<file path="src/rtl/uep_pkg.sv">
// Constants, register map and types of the endpoint control and receive status block.
// Assumes one clock domain; the APB master and the USB token decoder share CORE_CLK.
//
// Functional notes
// - Stall bit stalls IN (tx enabled) and OUT
// - Stall bit never stalls a SETUP token
// - Isochronous endpoint never answers NAK
// - Enabled endpoint matches address plus endpoint number
// - Disabled endpoint ignores every token silently
// - Endpoint number in low bits, fields reset zero
// - Data port returns next payload byte, low eight
// - PID and CRC16 never enter the FIFO
// - Test mode makes data port writable
// - Media error sets receive error flag
// - Setup flag set on SETUP, cleared on read
// - Non-iso toggle shows last DATA PID
// - Iso toggle captures frame number LSB
// - Status read clears toggle bit
// - Receive-complete set on ACK, cleared on read
// - Byte count saturates at fifteen
// - Flush waits for reception, clears FIFO, idles

`default_nettype none

package uep_pkg;

   // Register indices; byte address is four times the index
   localparam logic [31:0] EP_CFG_IDX   = 32'h50001878; // endpoint6_config
   localparam logic [31:0] RX_DATA_IDX  = 32'h5000187a; // endpoint3_rx_data_port
   localparam logic [31:0] RX_STS_IDX   = 32'h5000187c; // endpoint3_rx_status
   localparam logic [31:0] RX_CTRL_IDX  = 32'h5000187e; // Receive control
   localparam logic [31:0] FUNC_ADR_IDX = 32'h50001880; // function_address_register

   // Configuration word fields
   localparam int CFG_STALL_BIT = 7;
   localparam int CFG_ISO_BIT   = 5;
   localparam int CFG_EN_BIT    = 4;
   localparam logic [15:0] CFG_WMASK = 16'h00bf; // Writable bits only
   localparam logic [15:0] CFG_RESET = 16'h0000;

   // Receive control fields
   localparam int CTL_RXEN_BIT  = 0;
   localparam int CTL_IGNS_BIT  = 2;
   localparam int CTL_FLUSH_BIT = 3;
   localparam int CTL_TEST_BIT  = 8;

   // Status word fields
   localparam int STS_ERR_BIT   = 7;
   localparam int STS_SETUP_BIT = 6;
   localparam int STS_TOG_BIT   = 5;
   localparam int STS_LAST_BIT  = 4;
   localparam logic [3:0] RCOUNT_MAX = 4'hf;

   // Function address field width
   localparam int FADR_W = 7;

   // Data PIDs as they arrive in the first packet byte
   localparam logic [7:0] PID_DATA0 = 8'hc3;
   localparam logic [7:0] PID_DATA1 = 8'h4b;

   // Bytes held back so the trailing CRC16 never reaches the FIFO
   localparam logic [1:0] CRC_BYTES = 2'h2;

   // Default receive FIFO depth
   localparam int RX_DEPTH = 64;

   // Token kinds from the serial decoder
   typedef enum logic [1:0] {TOK_OUT, TOK_IN, TOK_SETUP, TOK_SOF} uep_tok_e;

   // Handshake kinds toward the serial encoder
   typedef enum logic [1:0] {HS_NONE, HS_ACK, HS_NAK, HS_STALL} uep_hs_e;

   // Receive state machine
   typedef enum logic [1:0] {ST_IDLE, ST_RECV, ST_DISCARD} uep_state_e;

endpackage : uep_pkg

`default_nettype wire

</file>
<file path="src/rtl/uep_rx_fifo.sv">
// Receive FIFO of the endpoint: byte array with push, pop and flush.
// Ignores a push when full and a pop when empty; the caller may push when full.

`default_nettype none

module uep_rx_fifo #(
   parameter int W     = 8,
   parameter int DEPTH = 64
) (
   input  wire logic         clk,
   input  wire logic         rst,
   input  wire logic         flush,
   input  wire logic         push,
   input  wire logic [W-1:0] push_data,
   input  wire logic         pop,
   output logic [W-1:0]      head,
   output logic              full,
   output logic              empty,
   output logic [$clog2(DEPTH):0] count
);

   localparam int AW = $clog2(DEPTH);

   logic [W-1:0]  mem [DEPTH];     // Byte storage
   logic [AW-1:0] wptr_q;          // Write pointer
   logic [AW-1:0] rptr_q;          // Read pointer
   logic [AW:0]   cnt_q;           // Fill level

   // Storage writes; no reset needed for data
   always_ff @(posedge clk)
   begin
      if (push && !full)
      begin
         mem[wptr_q] <= push_data;
      end
   end

   // Pointers and level; flush returns both pointers to zero
   always_ff @(posedge clk)
   begin
      if (rst || flush)
      begin
         wptr_q <= '0;
         rptr_q <= '0;
         cnt_q  <= '0;
      end
      else
      begin
         if (push && !full)
         begin
            wptr_q <= wptr_q + 1'b1;
         end
         if (pop && !empty)
         begin
            rptr_q <= rptr_q + 1'b1;
         end
         cnt_q <= cnt_q + {{AW{1'b0}}, push && !full} - {{AW{1'b0}}, pop && !empty};
      end
   end

   assign head  = mem[rptr_q];
   assign full  = (cnt_q == (AW+1)'(DEPTH));
   assign empty = (cnt_q == '0);
   assign count = cnt_q;

endmodule : uep_rx_fifo

`default_nettype wire

</file>
<file path="src/rtl/uep_endpoint.sv">
// Endpoint control and receive status logic with APB register access.
// Assumes a serial engine that decodes tokens and data bytes (PID first,
// CRC16 last) and encodes the handshake asked for on HS_VALID.

`default_nettype none

module uep_endpoint #(
   parameter int DEPTH = uep_pkg::RX_DEPTH
) (
   input  wire logic              CORE_CLK,
   input  wire logic              RST,
   // APB slave
   input  wire logic              PSEL,
   input  wire logic              PENABLE,
   input  wire logic              PWRITE,
   input  wire logic [31:0]       PADDR,
   input  wire logic [31:0]       PWDATA,
   output logic [31:0]            PRDATA,
   output logic                   PREADY,
   output logic                   PSLVERR,
   // Token from the serial decoder
   input  wire logic              TOK_VALID,
   input  wire uep_pkg::uep_tok_e TOK_KIND,
   input  wire logic [6:0]        TOK_ADDR,
   input  wire logic [3:0]        TOK_EP,
   // Data packet byte stream
   input  wire logic              RX_BYTE_VALID,
   input  wire logic [7:0]        RX_BYTE,
   input  wire logic              RX_END,
   input  wire logic              RX_MEDIA_ERR,
   // Transmit side state and frame number
   input  wire logic              TX_ENABLED,
   input  wire logic              FRAME_LSB,
   // Handshake request
   output logic                   HS_VALID,
   output uep_pkg::uep_hs_e       HS_KIND
);

   import uep_pkg::*;

   // Register state
   logic [15:0]       cfg_q;        // Configuration word
   logic              rx_en_q;      // Receive enable
   logic              ign_setup_q;  // Ignore SETUP tokens
   logic              flush_q;      // Flush pending
   logic              test_q;       // Test mode
   logic [FADR_W-1:0] fadr_q;       // Device address
   logic              err_q;        // Receive error flag
   logic              setup_q;      // Setup flag
   logic              tog_q;        // Toggle or frame LSB
   logic              last_q;       // Receive complete
   logic [31:0]       prdata_q;     // Read data captured in setup phase
   logic              slverr_q;     // Unmapped address seen in setup

   // Receive side
   uep_state_e        state_q;      // Receive state
   uep_hs_e           pend_q;       // Answer owed at packet end
   logic              is_setup_q;   // Current packet follows SETUP
   logic [1:0]        seen_q;       // Packet bytes seen, saturating at three
   logic [7:0]        hold0_q;      // Newest held byte
   logic [7:0]        hold1_q;      // Oldest held byte
   logic [7:0]        pid_q;        // PID of current packet
   logic              ovf_q;        // FIFO overflowed during packet
   logic              hs_v_q;       // Handshake strobe
   uep_hs_e           hs_k_q;       // Handshake kind

   // FIFO wiring
   logic              f_push;
   logic [7:0]        f_wdata;
   logic              f_pop;
   logic              f_flush;
   logic [7:0]        f_head;
   logic              f_full;
   logic              f_empty;
   logic [$clog2(DEPTH):0] f_count;

   // Bus decode
   logic              setup_ph;     // First cycle of a transfer
   logic              access;       // Completing cycle
   logic              hit_cfg;
   logic              hit_dat;
   logic              hit_sts;
   logic              hit_ctl;
   logic              hit_fad;
   logic              wr_cfg;
   logic              wr_ctl;
   logic              rd_sts;
   logic              tok_hit;      // Token addressed to this endpoint
   logic              pkt_done;     // Data packet ends in RECV
   logic [15:0]       sts_word;     // Live status word

   // Saturating byte count for the status word
   function automatic logic [3:0] sat_count(input logic [$clog2(DEPTH):0] n);
      if (n > ($clog2(DEPTH)+1)'(RCOUNT_MAX))
      begin
         return RCOUNT_MAX;
      end
      return n[3:0];
   endfunction : sat_count

   // Address decode against register indices
   always_comb
   begin
      hit_cfg = 1'b0;
      hit_dat = 1'b0;
      hit_sts = 1'b0;
      hit_ctl = 1'b0;
      hit_fad = 1'b0;
      if (PADDR[31:2] == EP_CFG_IDX[29:0])
      begin
         hit_cfg = 1'b1;
      end
      else if (PADDR[31:2] == RX_DATA_IDX[29:0])
      begin
         hit_dat = 1'b1;
      end
      else if (PADDR[31:2] == RX_STS_IDX[29:0])
      begin
         hit_sts = 1'b1;
      end
      else if (PADDR[31:2] == RX_CTRL_IDX[29:0])
      begin
         hit_ctl = 1'b1;
      end
      else if (PADDR[31:2] == FUNC_ADR_IDX[29:0])
      begin
         hit_fad = 1'b1;
      end
   end

   // Zero-wait slave: every access completes in its first access cycle
   assign setup_ph = PSEL && !PENABLE;
   assign access   = PSEL && PENABLE;
   assign wr_cfg   = access && PWRITE && hit_cfg;
   assign wr_ctl   = access && PWRITE && hit_ctl;
   assign rd_sts   = access && !PWRITE && hit_sts;
   assign f_pop    = access && !PWRITE && hit_dat && !f_empty;
   assign PREADY   = 1'b1;
   assign PRDATA   = prdata_q;
   assign PSLVERR  = slverr_q && access;

   // Status word as firmware sees it; reserved bits zero
   always_comb
   begin
      sts_word = '0;
      sts_word[STS_ERR_BIT]   = err_q;
      sts_word[STS_SETUP_BIT] = setup_q;
      sts_word[STS_TOG_BIT]   = tog_q;
      sts_word[STS_LAST_BIT]  = last_q;
      sts_word[3:0]           = sat_count(f_count);
   end

   // Read data is captured in the setup phase so PRDATA comes from a flop
   always_ff @(posedge CORE_CLK)
   begin
      if (RST)
      begin
         prdata_q <= '0;
         slverr_q <= 1'b0;
      end
      else if (setup_ph)
      begin
         slverr_q <= !(hit_cfg || hit_dat || hit_sts || hit_ctl || hit_fad);
         prdata_q <= '0;
         if (hit_cfg)
         begin
            prdata_q <= {16'h0000, cfg_q};
         end
         else if (hit_dat)
         begin
            prdata_q <= {24'h000000, f_head};
         end
         else if (hit_sts)
         begin
            prdata_q <= {16'h0000, sts_word};
         end
         else if (hit_ctl)
         begin
            prdata_q <= 32'(({23'h0, test_q} << CTL_TEST_BIT) | ({31'h0, flush_q} << CTL_FLUSH_BIT)
                        | ({31'h0, ign_setup_q} << CTL_IGNS_BIT) | ({31'h0, rx_en_q} << CTL_RXEN_BIT));
         end
         else if (hit_fad)
         begin
            prdata_q <= {25'h0, fadr_q};
         end
      end
   end

   // Configuration word; reserved bits never store
   always_ff @(posedge CORE_CLK)
   begin
      if (RST)
      begin
         cfg_q <= CFG_RESET;
      end
      else if (wr_cfg)
      begin
         cfg_q <= PWDATA[15:0] & CFG_WMASK;
      end
   end

   // Receive control and device address
   always_ff @(posedge CORE_CLK)
   begin
      if (RST)
      begin
         rx_en_q     <= 1'b0;
         ign_setup_q <= 1'b0;
         test_q      <= 1'b0;
         fadr_q      <= '0;
      end
      else
      begin
         if (wr_ctl)
         begin
            ign_setup_q <= PWDATA[CTL_IGNS_BIT];
            test_q      <= PWDATA[CTL_TEST_BIT];
         end
         // Enable drops after each packet received in RECV or OUT stall; firmware re-arms
         if (wr_ctl && PWDATA[CTL_RXEN_BIT])
         begin
            rx_en_q <= 1'b1;
         end
         else if (wr_ctl)
         begin
            rx_en_q <= 1'b0;
         end
         else if (pkt_done || (tok_hit && TOK_KIND == TOK_OUT && cfg_q[CFG_STALL_BIT]))
         begin
            rx_en_q <= 1'b0;
         end
         if (access && PWRITE && hit_fad)
         begin
            fadr_q <= PWDATA[FADR_W-1:0];
         end
      end
   end

   // Flush request stays pending until the receiver is idle
   always_ff @(posedge CORE_CLK)
   begin
      if (RST)
      begin
         flush_q <= 1'b0;
      end
      else if (wr_ctl && PWDATA[CTL_FLUSH_BIT])
      begin
         flush_q <= 1'b1;
      end
      else if (f_flush)
      begin
         flush_q <= 1'b0;
      end
   end

   assign f_flush = flush_q && state_q == ST_IDLE;

   // Token match: only an enabled endpoint compares address and number
   assign tok_hit = TOK_VALID && cfg_q[CFG_EN_BIT] && TOK_ADDR == fadr_q
                    && TOK_EP == cfg_q[3:0]
                    && TOK_KIND != TOK_SOF
                    && !(TOK_KIND == TOK_SETUP && ign_setup_q);
   assign pkt_done = state_q == ST_RECV && RX_END;

   // Receive state machine and handshake choice
   always_ff @(posedge CORE_CLK)
   begin
      if (RST)
      begin
         state_q    <= ST_IDLE;
         pend_q     <= HS_NONE;
         is_setup_q <= 1'b0;
         hs_v_q     <= 1'b0;
         hs_k_q     <= HS_NONE;
      end
      else
      begin
         hs_v_q <= 1'b0;
         case (state_q)
            ST_IDLE:
            begin
               if (tok_hit && TOK_KIND == TOK_IN)
               begin
                  // IN answered at once only when stalled; data is the transmit side's job
                  if (cfg_q[CFG_STALL_BIT] && TX_ENABLED)
                  begin
                     hs_v_q <= 1'b1;
                     hs_k_q <= HS_STALL;
                  end
               end
               else if (tok_hit && TOK_KIND == TOK_SETUP)
               begin
                  // SETUP is taken regardless of stall or receive enable
                  state_q    <= ST_RECV;
                  pend_q     <= HS_ACK;
                  is_setup_q <= 1'b1;
               end
               else if (tok_hit && TOK_KIND == TOK_OUT)
               begin
                  is_setup_q <= 1'b0;
                  if (cfg_q[CFG_STALL_BIT])
                  begin
                     state_q <= ST_DISCARD;
                     pend_q  <= HS_STALL;
                  end
                  else if (rx_en_q && !f_full)
                  begin
                     state_q <= ST_RECV;
                     pend_q  <= cfg_q[CFG_ISO_BIT] ? HS_NONE : HS_ACK;
                  end
                  else
                  begin
                     state_q <= ST_DISCARD;
                     pend_q  <= cfg_q[CFG_ISO_BIT] ? HS_NONE : HS_NAK;
                  end
               end
            end
            ST_RECV, ST_DISCARD:
            begin
               if (RX_END)
               begin
                  state_q <= ST_IDLE;
                  // A damaged packet gets no handshake at all
                  if (!(RX_MEDIA_ERR || (state_q == ST_RECV && ovf_q)) && pend_q != HS_NONE)
                  begin
                     hs_v_q <= 1'b1;
                     hs_k_q <= pend_q;
                  end
               end
            end
            default:
            begin
               state_q <= ST_IDLE;
            end
         endcase
      end
   end

   assign HS_VALID = hs_v_q;
   assign HS_KIND  = hs_k_q;

   // Byte delay line: first byte is the PID, last two never leave the hold
   always_ff @(posedge CORE_CLK)
   begin
      if (RST || state_q != ST_RECV)
      begin
         seen_q  <= '0;
         hold0_q <= '0;
         hold1_q <= '0;
         pid_q   <= '0;
         ovf_q   <= 1'b0;
      end
      else if (RX_BYTE_VALID)
      begin
         if (seen_q == '0)
         begin
            pid_q <= RX_BYTE;
         end
         else
         begin
            hold0_q <= RX_BYTE;
            hold1_q <= hold0_q;
         end
         if (seen_q != CRC_BYTES + 2'h1)
         begin
            seen_q <= seen_q + 2'h1;
         end
         if (f_push && f_full)
         begin
            ovf_q <= 1'b1;
         end
      end
   end

   // Push the oldest held byte once two newer ones stand behind it
   assign f_push  = (state_q == ST_RECV && RX_BYTE_VALID && seen_q == CRC_BYTES + 2'h1)
                    || (test_q && access && PWRITE && hit_dat);
   assign f_wdata = (state_q == ST_RECV) ? hold1_q : PWDATA[7:0];

   // Status flags: a hardware set always beats the read clear
   always_ff @(posedge CORE_CLK)
   begin
      if (RST)
      begin
         err_q   <= 1'b0;
         setup_q <= 1'b0;
         tog_q   <= 1'b0;
         last_q  <= 1'b0;
      end
      else
      begin
         if (pkt_done && (RX_MEDIA_ERR || ovf_q))
         begin
            err_q <= 1'b1;
         end
         else if (wr_ctl && PWDATA[CTL_FLUSH_BIT])
         begin
            err_q <= 1'b0;
         end
         if (pkt_done && !RX_MEDIA_ERR && is_setup_q)
         begin
            setup_q <= 1'b1;
         end
         else if (rd_sts && prdata_q[STS_SETUP_BIT])
         begin
            setup_q <= 1'b0;
         end
         if (pkt_done && !RX_MEDIA_ERR && !ovf_q)
         begin
            tog_q <= cfg_q[CFG_ISO_BIT] ? FRAME_LSB : (pid_q == PID_DATA1);
         end
         else if (rd_sts && prdata_q[STS_TOG_BIT])
         begin
            tog_q <= 1'b0;
         end
         if (pkt_done && !RX_MEDIA_ERR && !ovf_q && pend_q == HS_ACK)
         begin
            last_q <= 1'b1;
         end
         else if (rd_sts && prdata_q[STS_LAST_BIT])
         begin
            last_q <= 1'b0;
         end
      end
   end

   uep_rx_fifo #(
      .W     (8),
      .DEPTH (DEPTH)
   ) u_fifo (
      .clk       (CORE_CLK),
      .rst       (RST),
      .flush     (f_flush),
      .push      (f_push),
      .push_data (f_wdata),
      .pop       (f_pop),
      .head      (f_head),
      .full      (f_full),
      .empty     (f_empty),
      .count     (f_count)
   );
endmodule : uep_endpoint

`default_nettype wire

</file>
<file path="config.mk">
export PLATFORM = sky130hd
export DESIGN_NAME = uep_endpoint
export DESIGN_NICKNAME = d
export VERILOG_FILES = /design/src/rtl/uep_pkg.sv /design/src/rtl/uep_rx_fifo.sv /design/src/rtl/uep_endpoint.sv
export SDC_FILE = /design/constraint.sdc
export NUM_CORES = 1
export LEC_CHECK = 0
export ABC_CLOCK_PERIOD_IN_PS = 3800
export BUFFER_PORTS_ARGS = -buffer_cell sky130_fd_sc_hd__buf_2
export CAP_MARGIN = 10
export CORE_UTILIZATION = 35
export CTS_CLUSTER_DIAMETER = 100
export DETAILED_ROUTE_END_ITERATION = 8
export HOLD_SLACK_MARGIN = 0.08
export PLACE_DENSITY = 0.52
export SLEW_MARGIN = 20
export SYNTH_ARGS = -nofsm -noshare
export SYNTH_HDL_FRONTEND = slang
export SYNTH_SLANG_ARGS = --single-unit
export TNS_END_PERCENT = 30
</file>
<file path="constraint.sdc">
create_clock -name CORE_CLK -period 3.8 [get_ports CORE_CLK]
set_clock_uncertainty 0.05 [all_clocks]
set_input_delay 0.76 -clock CORE_CLK [delete_from_list [all_inputs] [get_ports CORE_CLK]]
set_output_delay 0.76 -clock CORE_CLK [all_outputs]
set_load 0.005 [all_outputs]
</file>
==> PnR_summary.wiki <==
{| class="wikitable"
! Metric !! Value
|-
| Result of the run || completed
|-
| Root buffer cell || sky130_fd_sc_hd__clkbuf_16
|-
| Cell type of the slowest stage on the worst timing path || sky130_fd_sc_hd__nor4bb_1
|-
| Half-perimeter wire length after detailed placement || 44000 um
|-
| Clock tree from TritonCTS || built
|-
| Most instantiated flip-flop cell in the synthesis netlist || sky130_fd_sc_hd__edfxtp_1
|-
| Maximum number of pins on one net before global-route repair || 65
|-
| Yosys Warn Count || 0
|-
| Total wire length || 64800 um
|-
| FMAX || 0.303 GHz
|-
| Clock slew seen by the registers of the worst setup and hold paths || 60 ps
|-
| Peak supply drop || 0.405 mV
|-
| Initial Util || 35.4%
|-
| Die width || 268 um
|-
| Cells after Synth || 1561
|-
| Crit start category || register
|-
| Critical path arrival || 3720 ps
|-
| Minimum period implied by the final worst setup slack || 3300 ps
|-
| Residual DRC count || 0
|-
| Compound-Gate Fraction of Synth Area || 4.93%
|-
| DRC marker count from the first detailed-route iteration || 1334
|-
| Site Rows || 97
|-
| Chip height || 268 um
|-
| First-pass GRT wire length || 94600 um
|-
| Worst relative slew slack || 32.4%
|-
| Largest family of logic cells by synthesized area || multiplexers
|-
| Number of buffers added by the clock tree synthesis step || 66
|-
| Cells along the critical path || inv_1 > ha_1 > nor4bb_1 > nand2_1 > o21ai_1 > inv_1 > ha_1 > fa_1 > a21oi_1 > o21bai_1 > a21oi_1 > o21bai_1 > xor2_1 > nor2_1
|-
| Combined global-route utilization of all metal layers || 18.2%
|-
| 1st-pass router iterations || 7
|-
| Endpoint required time on the critical path || 4210 ps
|-
| Area of the core || 70100 um2
|-
| Worst Setup Path Type || register to register
|-
| Number of global-route vias before repair || 14100
|-
| Clock latency of the later-clocked register in the worst-skew pair || 600 ps
|-
| # resized after CTS || 0
|-
| LEAKAGE || 9.36 nW
|-
| Share of flip-flops with an asynchronous set or reset || 0%
|-
| Post-Route Utilization || 41.5%
|-
| Post-Syn Area per Cell || 15.9 um2
|-
| Routed wirelength normalized by instance count || 23.4 um
|-
| Via density per instance || 5.15
|-
| Total negative setup slack || 0 ps
|-
| Adder and majority gate portion of the synthesized area || 0.987%
|-
| Buffers inserted during post-CTS setup optimization || 0
|-
| Buffer levels on the longest clock path || 3
|-
| Total I/O pin count || 133
|-
| Post-synth EDFFs || 512
|-
| Number of buffers inserted by hold repair at cts || 0
|-
| Unique masters post-synth || 73
|-
| Setup repair after global routing missed its margin || false
|-
| Via count || 14200
|-
| Number of nets still failing antenna checks after routing || 0
|-
| Antenna violations before repair || 0
|-
| Post-synthesis xor/xnor area fraction || 0.916%
|-
| Maximum fanout along the worst path || 5
|-
| Count of buffers inserted at the top-level ports || 83
|-
| Final count of negative-setup-slack endpoints || 0
|-
| Synthesized-area fraction occupied by and/or/nand/nor cells || 7.90%
|-
| Register bit total from synthesis || 604
|-
| Power per unit of standard cell area || 458 nW/um2
|-
| Clock Sinks || 604
|-
| Total buffers and inverters traversed by the critical path || 2
|-
| Max-slew violation total from the final report || 0
|-
| Total congestion overflow after global routing || 0
|-
| Summed instance area of the synthesized netlist || 24800 um2
|-
| Worst hold path class || input pin to register
|-
| Category of the worst setup path capture point || register
|-
| Routability cong. || 0.829
|-
| Nets || 1889
|-
| Layout cells sized above 1 || 25.8%
|-
| Die outline area || 72100 um2
|-
| Proportion of synthesized chip area in sequential cells || 69.3%
|-
| CP delay by family, top || adder cells
|-
| Share of the clock period used by the worst path || 86.9%
|-
| Max-Cap Viols || 0
|-
| Portion of netlist area occupied by mux cells || 13.5%
|-
| H-Tree Depth || 3
|-
| Area growth, synth to finish || 17.2%
|-
| Actual slew at the worst max-slew pin || 1010 ps
|-
| Number of endpoints with negative hold slack in the final report || 0
|-
| Critical path's largest stage delay || 440 ps
|}
==> cell usage in the layout, fill, tap and decap left out, types with 7 or more instances in the layout <==
cell type	n
sky130_fd_sc_hd__buf_2	83
sky130_fd_sc_hd__nand2_1	102
sky130_fd_sc_hd__xnor2_1	19
sky130_fd_sc_hd__clkinv_2	13
sky130_fd_sc_hd__mux2i_1	70
sky130_fd_sc_hd__o21bai_1	7
sky130_fd_sc_hd__clkbuf_1	19
sky130_fd_sc_hd__a21oi_1	70
sky130_fd_sc_hd__and2_1	11
sky130_fd_sc_hd__nand4_1	15
sky130_fd_sc_hd__conb_1	24
sky130_fd_sc_hd__o22ai_1	8
sky130_fd_sc_hd__nand2b_1	9
sky130_fd_sc_hd__nor2_1	136
sky130_fd_sc_hd__dfxtp_1	90
sky130_fd_sc_hd__mux2_2	26
sky130_fd_sc_hd__nor3_1	13
sky130_fd_sc_hd__buf_12	7
sky130_fd_sc_hd__nand3_1	40
sky130_fd_sc_hd__nor2b_1	16
sky130_fd_sc_hd__a22oi_1	27
sky130_fd_sc_hd__clkinv_1	12
sky130_fd_sc_hd__ha_1	18
sky130_fd_sc_hd__o21ai_0	12
sky130_fd_sc_hd__mux4_2	105
sky130_fd_sc_hd__and3_1	8
sky130_fd_sc_hd__inv_1	17
sky130_fd_sc_hd__xor2_1	7
sky130_fd_sc_hd__buf_4	138
sky130_fd_sc_hd__clkbuf_16	66
sky130_fd_sc_hd__edfxtp_1	512
==> per-layer routing <==
layer | track usage (%) | vias up | part of all wire [%] | wire length, um
met3 | 3.53 | 90 | 5.4 | 3500
met4 | 4.70 | 0 | 2.1 | 1330
li1 | - | 6451 | - | -
met5 | 0 | - | 0 | 0
met1 | 25.2 | 7310 | 45 | 29200
met2 | 29.3 | 383 | 47 | 30700
==> worst min-delay path: stages <==
cell                      delay (ps)
sky130_fd_sc_hd__buf_2           110
sky130_fd_sc_hd__nand2_1          50
sky130_fd_sc_hd__a21oi_1          50
==> synth_stat cells (19+ instances only) <==
library cell | number | area, um2
sky130_fd_sc_hd__mux2_2 | 26 | 293
sky130_fd_sc_hd__a21oi_1 | 70 | 350
sky130_fd_sc_hd__xnor2_1 | 19 | 166
sky130_fd_sc_hd__dfxtp_1 | 92 | 1840
sky130_fd_sc_hd__a22oi_1 | 27 | 203
sky130_fd_sc_hd__buf_2 | 27 | 135
sky130_fd_sc_hd__mux2i_1 | 70 | 701
sky130_fd_sc_hd__mux4_2 | 105 | 2360
sky130_fd_sc_hd__edfxtp_1 | 512 | 15400
sky130_fd_sc_hd__clkbuf_1 | 43 | 161
sky130_fd_sc_hd__buf_4 | 28 | 210
sky130_fd_sc_hd__nor2_1 | 136 | 510
sky130_fd_sc_hd__nand3_1 | 40 | 200
sky130_fd_sc_hd__nand2_1 | 102 | 383
==> through the flow <==
| step | area [um2] | worst slack (ps) | cells | hold slack [ps] | power [mW] |
|---|---|---|---|---|---|
| floorplan | 24900 | 173 | 1583 | 377 | 7.45 |
| global placement | 27200 | 202 | 2646 | 387 | 7.57 |
| detailed placement | 27200 | 172 | 2646 | 398 | 7.58 |
| CTS | 29100 | 468 | 2763 | 339 | 13.5 |
| global route | 29100 | 218 | 2763 | 363 | 13.8 |
| finish | 29100 | 496 | 2764 | 379 | 13.3 |
==> final timing paths <==
check	startpoint	to	slack [ps]	cells past startpoint
worst max-delay path	u_fifo.count[4]	u_fifo.count[6]	500	14
worst min-delay path	RX_BYTE[2]	hold0_q[2]	380	3
worst max register to register	u_fifo.count[4]	u_fifo.count[6]	500	14
worst min register to register	PRDATA[8]	PRDATA[8]	400	2
==> final cells by class <==
cell class,instances,area (um2)
Inverter,19,71.3
Fill cell,6479,41000
Timing Repair Buffer,228,1590
Antenna cell,1,2.50
Multi-Input combinational cell,855,7110
Clock inverter,31,214
Sequential cell,604,17200
Tap cell,940,1180
Clock buffer,86,1740
==> state kept, by name, indices dropped and copies added (netlist names), 6 cells and up, named ones only <==
| register | cells |
|---|---|
| u_fifo.wptr_q | 6 |
| u_fifo.mem | 512 |
| hold1_q | 8 |
| cfg_q | 7 |
| fadr_q | 7 |
| u_fifo.count | 7 |
| u_fifo.rptr_q | 6 |
| PRDATA | 9 |
| hold0_q | 8 |
| pid_q | 8 |
==> cell families after synthesis <==
| group | count (synthesis) |
|---|---|
| AOI/OAI and AO/OA | 185 |
| xor gates and xnor gates | 26 |
| adders and majority gates | 19 |
| buffers and inverters | 124 |
| DFF | 604 |
| muxes | 201 |
| other | 2 |
| and+or+nand+nor | 400 |
==> report_power, final <==
part	switching (mW)	internal [mW]
sequential	0.00600	7.18
combinational	0.179	0.0676
clock	2.59	3.31
Note: power is estimated with default switching activity, not from simulation.
